<file path="src/rtl/flash_prog_pkg.sv">
// Package for the flash programming port controller
package flash_prog_pkg;
    // ****************************************
    // Register map (APB, byte addresses)
    // ****************************************
    localparam logic [7:0] CTRL_OFFSET = 8'h00;
    localparam logic [7:0] ADDR_OFFSET = 8'h04;
    localparam logic [7:0] DATA_OFFSET = 8'h08;
    localparam logic [7:0] STATUS_OFFSET = 8'h0c;
    localparam logic [7:0] TIMING_OFFSET = 8'h10;
    // Control fields
    localparam int CTRL_START_BIT = 0;
    localparam int CTRL_OP_LSB = 4;
    localparam int CTRL_OP_WIDTH = 3;
    // Status fields
    localparam int STATUS_BUSY_BIT = 0;
    localparam int STATUS_DONE_BIT = 1;
    localparam int STATUS_MISMATCH_BIT = 2;
    // Device side constants
    localparam logic [15:0] SECURITY_ADDR = 16'hffff;
    localparam logic [7:0] ERASE_DATA = 8'hff;
    // Timing: default hold of pin levels, in ns
    localparam int HOLD_TIME_NS = 1000;
    localparam int CLOCK_PERIOD_NS = 8;
    localparam int HOLD_CYCLES = (HOLD_TIME_NS + CLOCK_PERIOD_NS - 1) / CLOCK_PERIOD_NS;
    localparam logic [15:0] HOLD_RESET = 16'(HOLD_CYCLES);

    typedef enum logic [2:0] {
        OP_READ = 3'h0,
        OP_OUT_DISABLE = 3'h1,
        OP_PROGRAM = 3'h2,
        OP_PROGRAM_VERIFY = 3'h3,
        OP_ERASE = 3'h4,
        OP_ERASE_VERIFY = 3'h5,
        OP_INHIBIT = 3'h6
    } flash_op_t;

    // Supply pin level classes
    typedef enum logic [1:0] {
        SUPPLY_LOGIC_HIGH = 2'h0,
        SUPPLY_PROGRAM = 2'h1,
        SUPPLY_ERASE = 2'h2
    } supply_level_t;

    // Mode and control pin group driven to the device
    typedef struct packed {
        logic reset_pin;
        logic addr_latch_strobe;
        logic program_store_strobe_n;
        logic erase_select_pin;
        logic mode_pin_b;
        logic mode_pin_c;
        logic mode_pin_d;
        logic chip_select_n;
        logic output_gate_n;
        supply_level_t supply;
    } ctrl_pins_t;

    typedef enum logic [1:0] {
        ST_IDLE = 2'b00,
        ST_SETUP = 2'b01,
        ST_HOLD = 2'b11,
        ST_DONE = 2'b10
    } seq_state_t;
endpackage

</file>
<file path="src/rtl/flash_prog_host.sv">
// Programmer controller driving the flash programming port of the target device
// Functional notes
// - Hold reset high, latch strobe low, store strobe high during every operation.
// - Address on ports 2 and 1, upper byte on port 2; data on port 0.
// - Program: program supply, chip select low, output gate high; byte written.
// - After each program, verify with select high, gate low and compare.
// - Erase: erase-select high, erase supply, select low, gate high, A0 low, data FFh.
// - After erase, verify each byte with erase-select high, erase supply, select high.
// - Other port 3 control pins low, erase-select free only in inhibit.
`timescale 1ns/1ps
`default_nettype none
module flash_prog_host #(
    parameter logic [15:0] HOLD_DEFAULT = flash_prog_pkg::HOLD_RESET
) (
    input wire logic CLOCK_IN,
    input wire logic RESET_IN,
    input wire logic PSEL_IN,
    input wire logic PENABLE_IN,
    input wire logic PWRITE_IN,
    input wire logic [7:0] PADDR_IN,
    input wire logic [31:0] PWDATA_IN,
    output logic [31:0] PRDATA_OUT,
    output logic PREADY_OUT,
    output logic PSLVERR_OUT,
    output flash_prog_pkg::ctrl_pins_t PINS_OUT,
    output logic [15:0] ADDR_OUT,
    output logic [7:0] DATA_OUT,
    output logic DATA_OE_N_OUT,
    input wire logic [7:0] DATA_IN
);
    // ****************************************
    // Register file
    // ****************************************
    flash_prog_pkg::flash_op_t op_reg;
    logic [15:0] addr_reg;
    logic [7:0] wdata_reg;
    logic [7:0] rdata_reg;
    logic [15:0] hold_reg;
    logic done_reg;
    logic mismatch_reg;
    flash_prog_pkg::seq_state_t state_reg;
    logic [15:0] count_reg;
    logic [7:0] sync1_reg;
    logic [7:0] sync2_reg;
    logic [7:0] last_prog_reg;

    logic wr;
    logic start;
    logic busy;
    assign wr = PSEL_IN && PENABLE_IN && PWRITE_IN;
    assign busy = (state_reg != flash_prog_pkg::ST_IDLE);
    assign start = wr && (PADDR_IN == flash_prog_pkg::CTRL_OFFSET)
        && PWDATA_IN[flash_prog_pkg::CTRL_START_BIT] && !busy;
    assign PREADY_OUT = 1'b1;

    function automatic logic mapped(input logic [7:0] a);
        mapped = (a == flash_prog_pkg::CTRL_OFFSET) || (a == flash_prog_pkg::ADDR_OFFSET)
            || (a == flash_prog_pkg::DATA_OFFSET) || (a == flash_prog_pkg::STATUS_OFFSET)
            || (a == flash_prog_pkg::TIMING_OFFSET);
    endfunction
    assign PSLVERR_OUT = PSEL_IN && PENABLE_IN && !mapped(PADDR_IN);

    always_ff @(posedge CLOCK_IN) begin
        if (RESET_IN) begin
            op_reg <= flash_prog_pkg::OP_READ;
        end else if (start) begin
            op_reg <= flash_prog_pkg::flash_op_t'(PWDATA_IN[flash_prog_pkg::CTRL_OP_LSB +: flash_prog_pkg::CTRL_OP_WIDTH]);
        end
    end

    always_ff @(posedge CLOCK_IN) begin
        if (RESET_IN) begin
            addr_reg <= 16'h0000;
            wdata_reg <= 8'h00;
            hold_reg <= HOLD_DEFAULT;
        end else if (wr && !busy) begin
            if (PADDR_IN == flash_prog_pkg::ADDR_OFFSET) begin
                addr_reg <= PWDATA_IN[15:0];
            end else if (PADDR_IN == flash_prog_pkg::DATA_OFFSET) begin
                wdata_reg <= PWDATA_IN[7:0];
            end else if (PADDR_IN == flash_prog_pkg::TIMING_OFFSET) begin
                hold_reg <= (PWDATA_IN[15:0] == 16'h0000) ? 16'h0001 : PWDATA_IN[15:0];
            end
        end
    end

    always_comb begin
        PRDATA_OUT = 32'h0000_0000;
        if (PADDR_IN == flash_prog_pkg::CTRL_OFFSET) begin
            PRDATA_OUT[flash_prog_pkg::CTRL_OP_LSB +: flash_prog_pkg::CTRL_OP_WIDTH] = op_reg;
        end else if (PADDR_IN == flash_prog_pkg::ADDR_OFFSET) begin
            PRDATA_OUT[15:0] = addr_reg;
        end else if (PADDR_IN == flash_prog_pkg::DATA_OFFSET) begin
            PRDATA_OUT[7:0] = wdata_reg;
            PRDATA_OUT[15:8] = rdata_reg;
        end else if (PADDR_IN == flash_prog_pkg::STATUS_OFFSET) begin
            PRDATA_OUT[flash_prog_pkg::STATUS_BUSY_BIT] = busy;
            PRDATA_OUT[flash_prog_pkg::STATUS_DONE_BIT] = done_reg;
            PRDATA_OUT[flash_prog_pkg::STATUS_MISMATCH_BIT] = mismatch_reg;
        end else if (PADDR_IN == flash_prog_pkg::TIMING_OFFSET) begin
            PRDATA_OUT[15:0] = hold_reg;
        end
    end

    // ****************************************
    // Data input synchroniser
    // ****************************************
    always_ff @(posedge CLOCK_IN) begin
        if (RESET_IN) begin
            sync1_reg <= 8'h00;
            sync2_reg <= 8'h00;
        end else begin
            sync1_reg <= DATA_IN;
            sync2_reg <= sync1_reg;
        end
    end

    // ****************************************
    // Operation sequencer
    // ****************************************
    always_ff @(posedge CLOCK_IN) begin
        if (RESET_IN) begin
            state_reg <= flash_prog_pkg::ST_IDLE;
            count_reg <= 16'h0000;
        end else begin
            case (state_reg)
                flash_prog_pkg::ST_IDLE: begin
                    if (start) begin
                        state_reg <= flash_prog_pkg::ST_SETUP;
                    end
                end
                flash_prog_pkg::ST_SETUP: begin
                    count_reg <= hold_reg;
                    state_reg <= flash_prog_pkg::ST_HOLD;
                end
                flash_prog_pkg::ST_HOLD: begin
                    if (count_reg == 16'h0001) begin
                        state_reg <= flash_prog_pkg::ST_DONE;
                    end
                    count_reg <= count_reg - 16'h0001;
                end
                default: begin
                    state_reg <= flash_prog_pkg::ST_IDLE;
                end
            endcase
        end
    end

    logic is_verify;
    assign is_verify = (op_reg == flash_prog_pkg::OP_PROGRAM_VERIFY)
        || (op_reg == flash_prog_pkg::OP_ERASE_VERIFY);

    // Capture read data and compare on verify; done set wins over clear
    always_ff @(posedge CLOCK_IN) begin
        if (RESET_IN) begin
            rdata_reg <= 8'h00;
            done_reg <= 1'b0;
            mismatch_reg <= 1'b0;
            last_prog_reg <= 8'h00;
        end else if (state_reg == flash_prog_pkg::ST_DONE) begin
            done_reg <= 1'b1;
            if (op_reg == flash_prog_pkg::OP_PROGRAM) begin
                last_prog_reg <= wdata_reg;
            end
            if (op_reg == flash_prog_pkg::OP_READ || is_verify) begin
                rdata_reg <= sync2_reg;
            end
            if (op_reg == flash_prog_pkg::OP_PROGRAM_VERIFY) begin
                mismatch_reg <= (sync2_reg != last_prog_reg);
            end else if (op_reg == flash_prog_pkg::OP_ERASE_VERIFY) begin
                mismatch_reg <= (sync2_reg != flash_prog_pkg::ERASE_DATA);
            end
        end else if (start) begin
            done_reg <= 1'b0;
        end
    end

    // ****************************************
    // Pin drive
    // ****************************************
    logic active;
    assign active = (state_reg == flash_prog_pkg::ST_HOLD) || (state_reg == flash_prog_pkg::ST_SETUP);

    always_ff @(posedge CLOCK_IN) begin
        if (RESET_IN) begin
            PINS_OUT <= '{1'b1, 1'b0, 1'b1, 1'b0, 1'b0, 1'b0, 1'b0, 1'b1, 1'b1,
                          flash_prog_pkg::SUPPLY_LOGIC_HIGH};
            ADDR_OUT <= 16'h0000;
            DATA_OUT <= 8'h00;
            DATA_OE_N_OUT <= 1'b1;
        end else begin
            PINS_OUT.reset_pin <= 1'b1;
            PINS_OUT.addr_latch_strobe <= 1'b0;
            PINS_OUT.program_store_strobe_n <= 1'b1;
            PINS_OUT.mode_pin_b <= 1'b0;
            PINS_OUT.mode_pin_c <= 1'b0;
            PINS_OUT.mode_pin_d <= 1'b0;
            ADDR_OUT <= addr_reg;
            DATA_OUT <= wdata_reg;
            DATA_OE_N_OUT <= 1'b1;
            PINS_OUT.erase_select_pin <= 1'b0;
            PINS_OUT.chip_select_n <= 1'b1;
            PINS_OUT.output_gate_n <= 1'b1;
            PINS_OUT.supply <= flash_prog_pkg::SUPPLY_LOGIC_HIGH;
            if (active) begin
                case (op_reg)
                    flash_prog_pkg::OP_READ: begin
                        PINS_OUT.chip_select_n <= 1'b0;
                        PINS_OUT.output_gate_n <= 1'b0;
                    end
                    flash_prog_pkg::OP_OUT_DISABLE: begin
                        PINS_OUT.chip_select_n <= 1'b0;
                    end
                    flash_prog_pkg::OP_PROGRAM: begin
                        PINS_OUT.chip_select_n <= 1'b0;
                        PINS_OUT.supply <= flash_prog_pkg::SUPPLY_PROGRAM;
                        DATA_OE_N_OUT <= 1'b0;
                    end
                    flash_prog_pkg::OP_PROGRAM_VERIFY: begin
                        PINS_OUT.output_gate_n <= 1'b0;
                        PINS_OUT.supply <= flash_prog_pkg::SUPPLY_PROGRAM;
                    end
                    flash_prog_pkg::OP_ERASE: begin
                        PINS_OUT.erase_select_pin <= 1'b1;
                        PINS_OUT.chip_select_n <= 1'b0;
                        PINS_OUT.output_gate_n <= 1'b1;
                        PINS_OUT.supply <= flash_prog_pkg::SUPPLY_ERASE;
                        ADDR_OUT <= {addr_reg[15:1], 1'b0};
                        DATA_OUT <= flash_prog_pkg::ERASE_DATA;
                        DATA_OE_N_OUT <= 1'b0;
                    end
                    flash_prog_pkg::OP_ERASE_VERIFY: begin
                        PINS_OUT.erase_select_pin <= 1'b1;
                        PINS_OUT.output_gate_n <= 1'b0;
                        PINS_OUT.supply <= flash_prog_pkg::SUPPLY_ERASE;
                    end
                    default: begin
                        PINS_OUT.supply <= flash_prog_pkg::SUPPLY_PROGRAM;
                    end
                endcase
            end
        end
    end
endmodule
`default_nettype wire

</file>
<file path="config.mk">
export PLATFORM = sky130hd
export DESIGN_NAME = flash_prog_host
export DESIGN_NICKNAME = d
export VERILOG_FILES = /design/src/rtl/flash_prog_pkg.sv /design/src/rtl/flash_prog_host.sv
export SDC_FILE = /design/constraint.sdc
export NUM_CORES = 1
export LEC_CHECK = 0
export ABC_AREA = 1
export BUFFER_PORTS_ARGS = -buffer_cell sky130_fd_sc_hd__buf_2
export CORE_UTILIZATION = 54
export CTS_BUF_LIST = sky130_fd_sc_hd__clkbuf_16
export CTS_CLUSTER_SIZE = 8
export DETAILED_ROUTE_END_ITERATION = 10
export PLACE_DENSITY = 0.89
export SLEW_MARGIN = 0
export SYNTH_ARGS = -nofsm -noshare
export SYNTH_HDL_FRONTEND = slang
export SYNTH_SLANG_ARGS = --single-unit
</file>
<file path="constraint.sdc">
create_clock -name CLOCK_IN -period 2.1 [get_ports CLOCK_IN]
set_clock_uncertainty 0.1 [all_clocks]
set_input_delay 0.525 -clock CLOCK_IN [delete_from_list [all_inputs] [get_ports CLOCK_IN]]
set_output_delay 0.525 -clock CLOCK_IN [all_outputs]
set_load 0.01 [all_outputs]
</file>
### After elaboration in Yosys (flattened, before gate mapping)

Cells that the tools add are included.

| word-level totals | value |
|---|---|
| flip-flop bits (word level) | 131 |
| latch bits | 0 |
| bits in writable memories | 0 |
| ROM bits | 0 |
| output and inout bits | 70 |
| logic and storage cells | 109 |
| memories | 0 |

| operators by class | value |
|---|---|
| $add $sub $neg | 1 |
| multipliers | 0 |
| div/mod/pow operators | 0 |
| magnitude comparators | 0 |
| equal/unequal tests | 17 |
| shift operators | 0 |
| muxes and demuxes | 26 |
| bitwise logic cells | 3 |
| reduce and logical (&&, ||, !) cells | 37 |

Operators by type and width:

| cell | number |
|---|---|
| two-way mux 16 bit | 4 |
| one-hot mux 16 bit (2 select lines) | 1 |
| equality test 16 x 1 -> 1 bit, second input constant | 1 |
| equality test 8 x 4 -> 1 bit, second input constant | 2 |
| zero test 16 bit | 1 |
| two-way mux 8 bit | 2 |
| subtractor 16 x 1 -> 16 bit, second input constant | 1 |
| two-way mux 13 bit | 1 |
| two-way mux 1 bit | 10 |
| AND reduction 2 bit | 5 |
| two-way mux 9 bit | 1 |
| equality test 8 x 3 -> 1 bit, second input constant | 1 |
| equality test 8 x 5 -> 1 bit, second input constant | 1 |
| zero test 8 bit | 1 |
| != test 8 bit | 1 |
| != test 8 bit, second input constant | 1 |
| nonzero test 2 bit | 4 |
| OR reduction 2 bit | 4 |
| logical AND 1 bit | 7 |
| logical OR 1 bit | 7 |
| equality test 3 x 2 -> 1 bit, second input constant | 2 |
| equality test 3 bit, second input constant | 2 |
| two-way mux 3 bit | 2 |
| one-hot mux 2 bit (3 select lines) | 1 |
| other kinds (15) | 21 |

### Depth between registers and ports, before layout

| logic depth | value |
|---|---|
| word-level depth | 7 |
| mapped depth | 10 |
| depth with buffers taken out | 10 |

### Least setup slack after synthesis

OpenSTA, ideal clock, no wires.

| timing path | value |
|---|---|
| path type | in2out |
| from | in PADDR_IN[6] |
| to | out PRDATA_OUT[4] |
| arrival | 1.495 ns |
| required time | 1.475 ns |
| slack | -0.020 ns |
| stages on the path | 6 |
| path buffers | 1 |
| cell sequence | inv_1 > nand2_2 > nor3_4 > nand2_4 > buf_1 > o2111ai_1 |

| on the way | value |
|---|---|
| cells in the longest elaborated chain, start to end | 6 |

Ends and longest elaborated chain:

| what | line | text |
|---|---|---|
| start, declared | flash_prog_host.sv:20 | `input wire logic [7:0] PADDR_IN,` |
| equality test 8 x 5 -> 1 bit | flash_prog_host.sv:100 | `end else if (PADDR_IN == flash_prog_pkg::TIMING_OFFSET) begin` |
| two-way mux 16 bit | flash_prog_host.sv:100 |  |
| two-way mux 13 bit | flash_prog_host.sv:96 | `end else if (PADDR_IN == flash_prog_pkg::STATUS_OFFSET) begin` |
| two-way mux 16 bit | flash_prog_host.sv:93 | `end else if (PADDR_IN == flash_prog_pkg::DATA_OFFSET) begin` |
| two-way mux 16 bit | flash_prog_host.sv:91 | `end else if (PADDR_IN == flash_prog_pkg::ADDR_OFFSET) begin` |
| two-way mux 3 bit * | flash_prog_host.sv:89 | `if (PADDR_IN == flash_prog_pkg::CTRL_OFFSET) begin` |
| end, declared | flash_prog_host.sv:22 | `output logic [31:0] PRDATA_OUT,` |

Every way passes the cells marked *; elsewhere a longest branch is shown, timed or not.

### Final worst setup path

Same ends and word-level chain as after synthesis.

==> metrics.md <==
| Metric | Value |
|---|---|
| Share of cells above drive strength 1 | 25.5% |
| CP Cell Sequence | buf_6 > inv_4 > nand2_4 > nor2_1 > nand2_1 > nor2_4 > nand2_1 > o2111ai_4 > buf_2 |
| CP startpoint kind | input port |
| Worst path slowest cell | nor2_4 |
| Grt ovf | 0 |
| Post-Synth Simple-Gate Area | between 20% and 30% |
| Fin cells | slightly above 1000 |
| Final nets | 932 |
| Post-Syn Area | ~5600 um2 |
| EDFF count, synth | 0 |
| Sw power | 1.26 mW |
| Switching part of the total | between 20% and 30% |
| Hold_sp | DATA_IN[0] |
| Ys Warns | 0 |
| Part of the Yosys area used for sequential elements | 44.7% |
| RSZ-0062 raised after global routing | yes |
| Drt total wl | 16400 um |
| Main combinational cell family by area after synthesis | simple AND/OR/NAND/NOR gates |
| TritonCTS buffer count | 17 |
| Number of remaining DRC errors | 0 |
| Internal | 4.43 mW |
| Final hold vios | 0 |
| Routed Antenna Nets | 0 |
| Buf+Inv Stages, Crit Path | 3 |
| Asr flop ratio synth | 0% |
| HP Class | in -> reg |
| # diodes | 0 |
| Leak pwr | roughly 3.4 nW |
| Clk pwr share | a little over half |
| Flop pwr share | about 42% |
| Vias in the first global route | roughly 5100 |
| CP required | approximately 1.5 ns |
| Worst skew pair latency | 0.42 ns |
| Commonest non-fill, non-tap cell in the layout | dfxtp_1 |
| Most frequent cells in the layout | dfxtp_1 (125), nand2_1 (114), inv_1 (113), nor2_1 (113), buf_2 (79) |
| Vias | between 5000 and 6000 |
| RR Startpoint | state_reg[0] |
| H-tree levels | 4 |
| Top FF cell, synth | dfxtp_1 |
| Register area | about 2500 um2 |
| Setup WS post-layout | -0.230 ns |
| Top Ports | ~120 |
| Avg Cell Area, Syn | 7.24 um2 |
| Maximum vdd drop | approximately 850 uV |
| DIE HEIGHT | approximately 100 um |
| Outcome | finished, violations left |
| WHS Endpoint | sync1_reg[0] |
| Iter 0 DRT Violations | between 500 and 600 |
| Port Buffers | 83 |
| Initial Util | around 57% |
| Yosys cell types | 37 |
| Synthesized flop and latch total | 125 |
| Largest net degree at the start of global routing | 38 |
| TritonCTS sink count | 125 |
| Pins Over Slew Limit | 0 |
| Failing checks | setup timing |
| Crit Path Class | in -> out |
| DRT Pass-1 Iters | 8 |
| Fill cells | between 600 and 700 |
| Leading area contributor after synthesis | dfxtp_1 |
| # rows | 36 |
| Setup violations, final | 17 |
| Post-route minimum period | around 2.3 ns |
| Crit. End Element | primary output |
| Worst-path clk slew | 0.05 ns |
| Routability Congestion | around 0.96 |
| Post-synthesis mux area share | 0% |
| Complex-gate fraction of the synthesized area | approximately 14% |
| Total global routing track utilization | 29.5% |
| RR Endpoint | count_reg[5] |
| Hold path cells | 3 |
| Worst path most repeated cell | nand2_1 |
| CTS tree | built |
| DIE AREA | ~11000 um2 |
| Initial antenna violation count | 0 |
| Fraction of the mapped netlist area in adder cells | less than 1% |
| Xor/xnor share of the synthesized area | between 1 and 1.5% |
| Routed wire per std cell | between 15 and 20 um |
| Cell Pwr Density | roughly 800 nW/um2 |
| Max clock buf depth | 2 |
| Family with the most delay on the worst path | simple AND/OR/NAND/NOR gates |
| Placed insts | around 1000 |
| Crit-path max cell delay | approximately 0.24 ns |
| F_max | 429 MHz |
| Yosys top cell area share | about 45% |
| Depth of the worst register-to-register path | 5 |
| Layout area overhead | 28.8% |
| First-pass GRT wire length | approximately 25000 um |
| Clock root buffer | clkbuf_16 |
| Hold WS | about 0.21 ns |
| Area of the multi-input gates | 2670 um2 |
| Worst EP arrival | around 1.7 ns |
| Maximum fanout along the worst path | 7 |
| Max Cap Viol | 0 |
| Comb power frac | approximately 3.7% |
| Cells after Synth | 773 |
| Fin crit share | 111% |
| Die width | approximately 100 um |
| Core area | between 9000 and 10000 um2 |
| Post-layout util | between 70 and 80% |
| Area contributors post-synth | dfxtp_1 (45%), nand2_1 (8.4%), nor2_1 (8.2%), inv_1 (8.1%), a21oi_1 (4.4%) |
| Routed vias/inst | around 5.5 |
| Detailed Place HPWL | 10100 um |
| Setup slack, reg-to-reg | between 0.2 and 0.3 ns |
[per-layer routing]
| layer | vias up | share of wire, % | global-route usage (%) |
|---|---|---|---|
| met4 | 0 | 5.3 | 15.4 |
| met1 | 2536 | 37 | 35.4 |
| li1 | 2613 | - | - |
| met2 | 359 | 47 | 48.7 |
| met3 | 89 | 9.9 | 7.24 |
| met5 | - | 0 | 0 |
[tightest hold or removal path: cells and delay by family]
| family | cells | cell delay [ns] |
|---|---|---|
| and+or+nand+nor | 1 | 0.06 |
| buffers and inverters | 2 | 0.10 |
[kinds of logic (layout without fill, tap and decap cells)]
family	Yosys count	after routing
AO/OA/AOI/OAI	137	137
XOR/XNOR	8	8
adder cells (fa/ha/maj)	2	2
buffers and inverters	176	272
flip-flops	125	125
other	2	23
AND/OR/NAND/NOR	323	323
[cell type report]
cell class	count	area share, %
Clock buffer	17	5.90
Clock inverter	15	2.74
Inverter	126	6.80
Multi-Input combinational cell	493	36.9
Sequential cell	125	34.7
Tap cell	133	2.31
Timing Repair Buffer	114	10.6
[stage by stage]
step	total power, mW	area (um2)	TNS (ns)	worst slack, ns
global placement	2.62	6140	-3.54	-0.250
detailed placement	2.62	6140	-4.14	-0.271
finish	5.69	7210	-3.26	-0.230
global route	5.81	7210	-4.14	-0.290
CTS	5.66	7020	-3.14	-0.222
floorplan	2.58	5680	-0.150	-0.0200
[power by group through the flow]
| stage | Sequential [mW] | Clock [mW] | Combinational [mW] |
|---|---|---|---|
| detailed placement | 2.45 | 0 | 0.173 |
| global route | 2.40 | 3.19 | 0.227 |
| CTS | 2.40 | 3.08 | 0.191 |
| finish | 2.39 | 3.09 | 0.212 |
| floorplan | 2.44 | 0 | 0.132 |
| global placement | 2.45 | 0 | 0.171 |
[worst max-delay path by stage]
stage	endpoint	slack, ns	depth (start not counted)	start
floorplan	PRDATA_OUT[4]	-0.02	6	PADDR_IN[6]
detailed placement	PRDATA_OUT[11]	-0.27	8	PADDR_IN[6]
global route	PRDATA_OUT[4]	-0.29	9	PADDR_IN[6]
CTS	PRDATA_OUT[5]	-0.22	13	PADDR_IN[6]
finish	PRDATA_OUT[4]	-0.23	9	PADDR_IN[6]
global placement	PRDATA_OUT[8]	-0.25	8	PADDR_IN[6]
[cells in the mapped netlist, drive strengths merged, types with 4 or more instances]
library cell,number
nor3,12
o211ai,7
a21oi,59
nor2,129
nand4,4
inv,126
buf,37
o22ai,10
o21ai,48
xor2,8
dfxtp,125
nand2,131
clkbuf,13
o221ai,10
nand3,43
[what timing repair did]
action                                  CTS  global route
endpoints found under the setup margin   17            17
setup buffers                             7             1
gates resized for setup                  53            39
pin swaps                                10            15
gates cloned                              0             1
hold buffers                              0             0
Power figures use the tool's default switching activity.
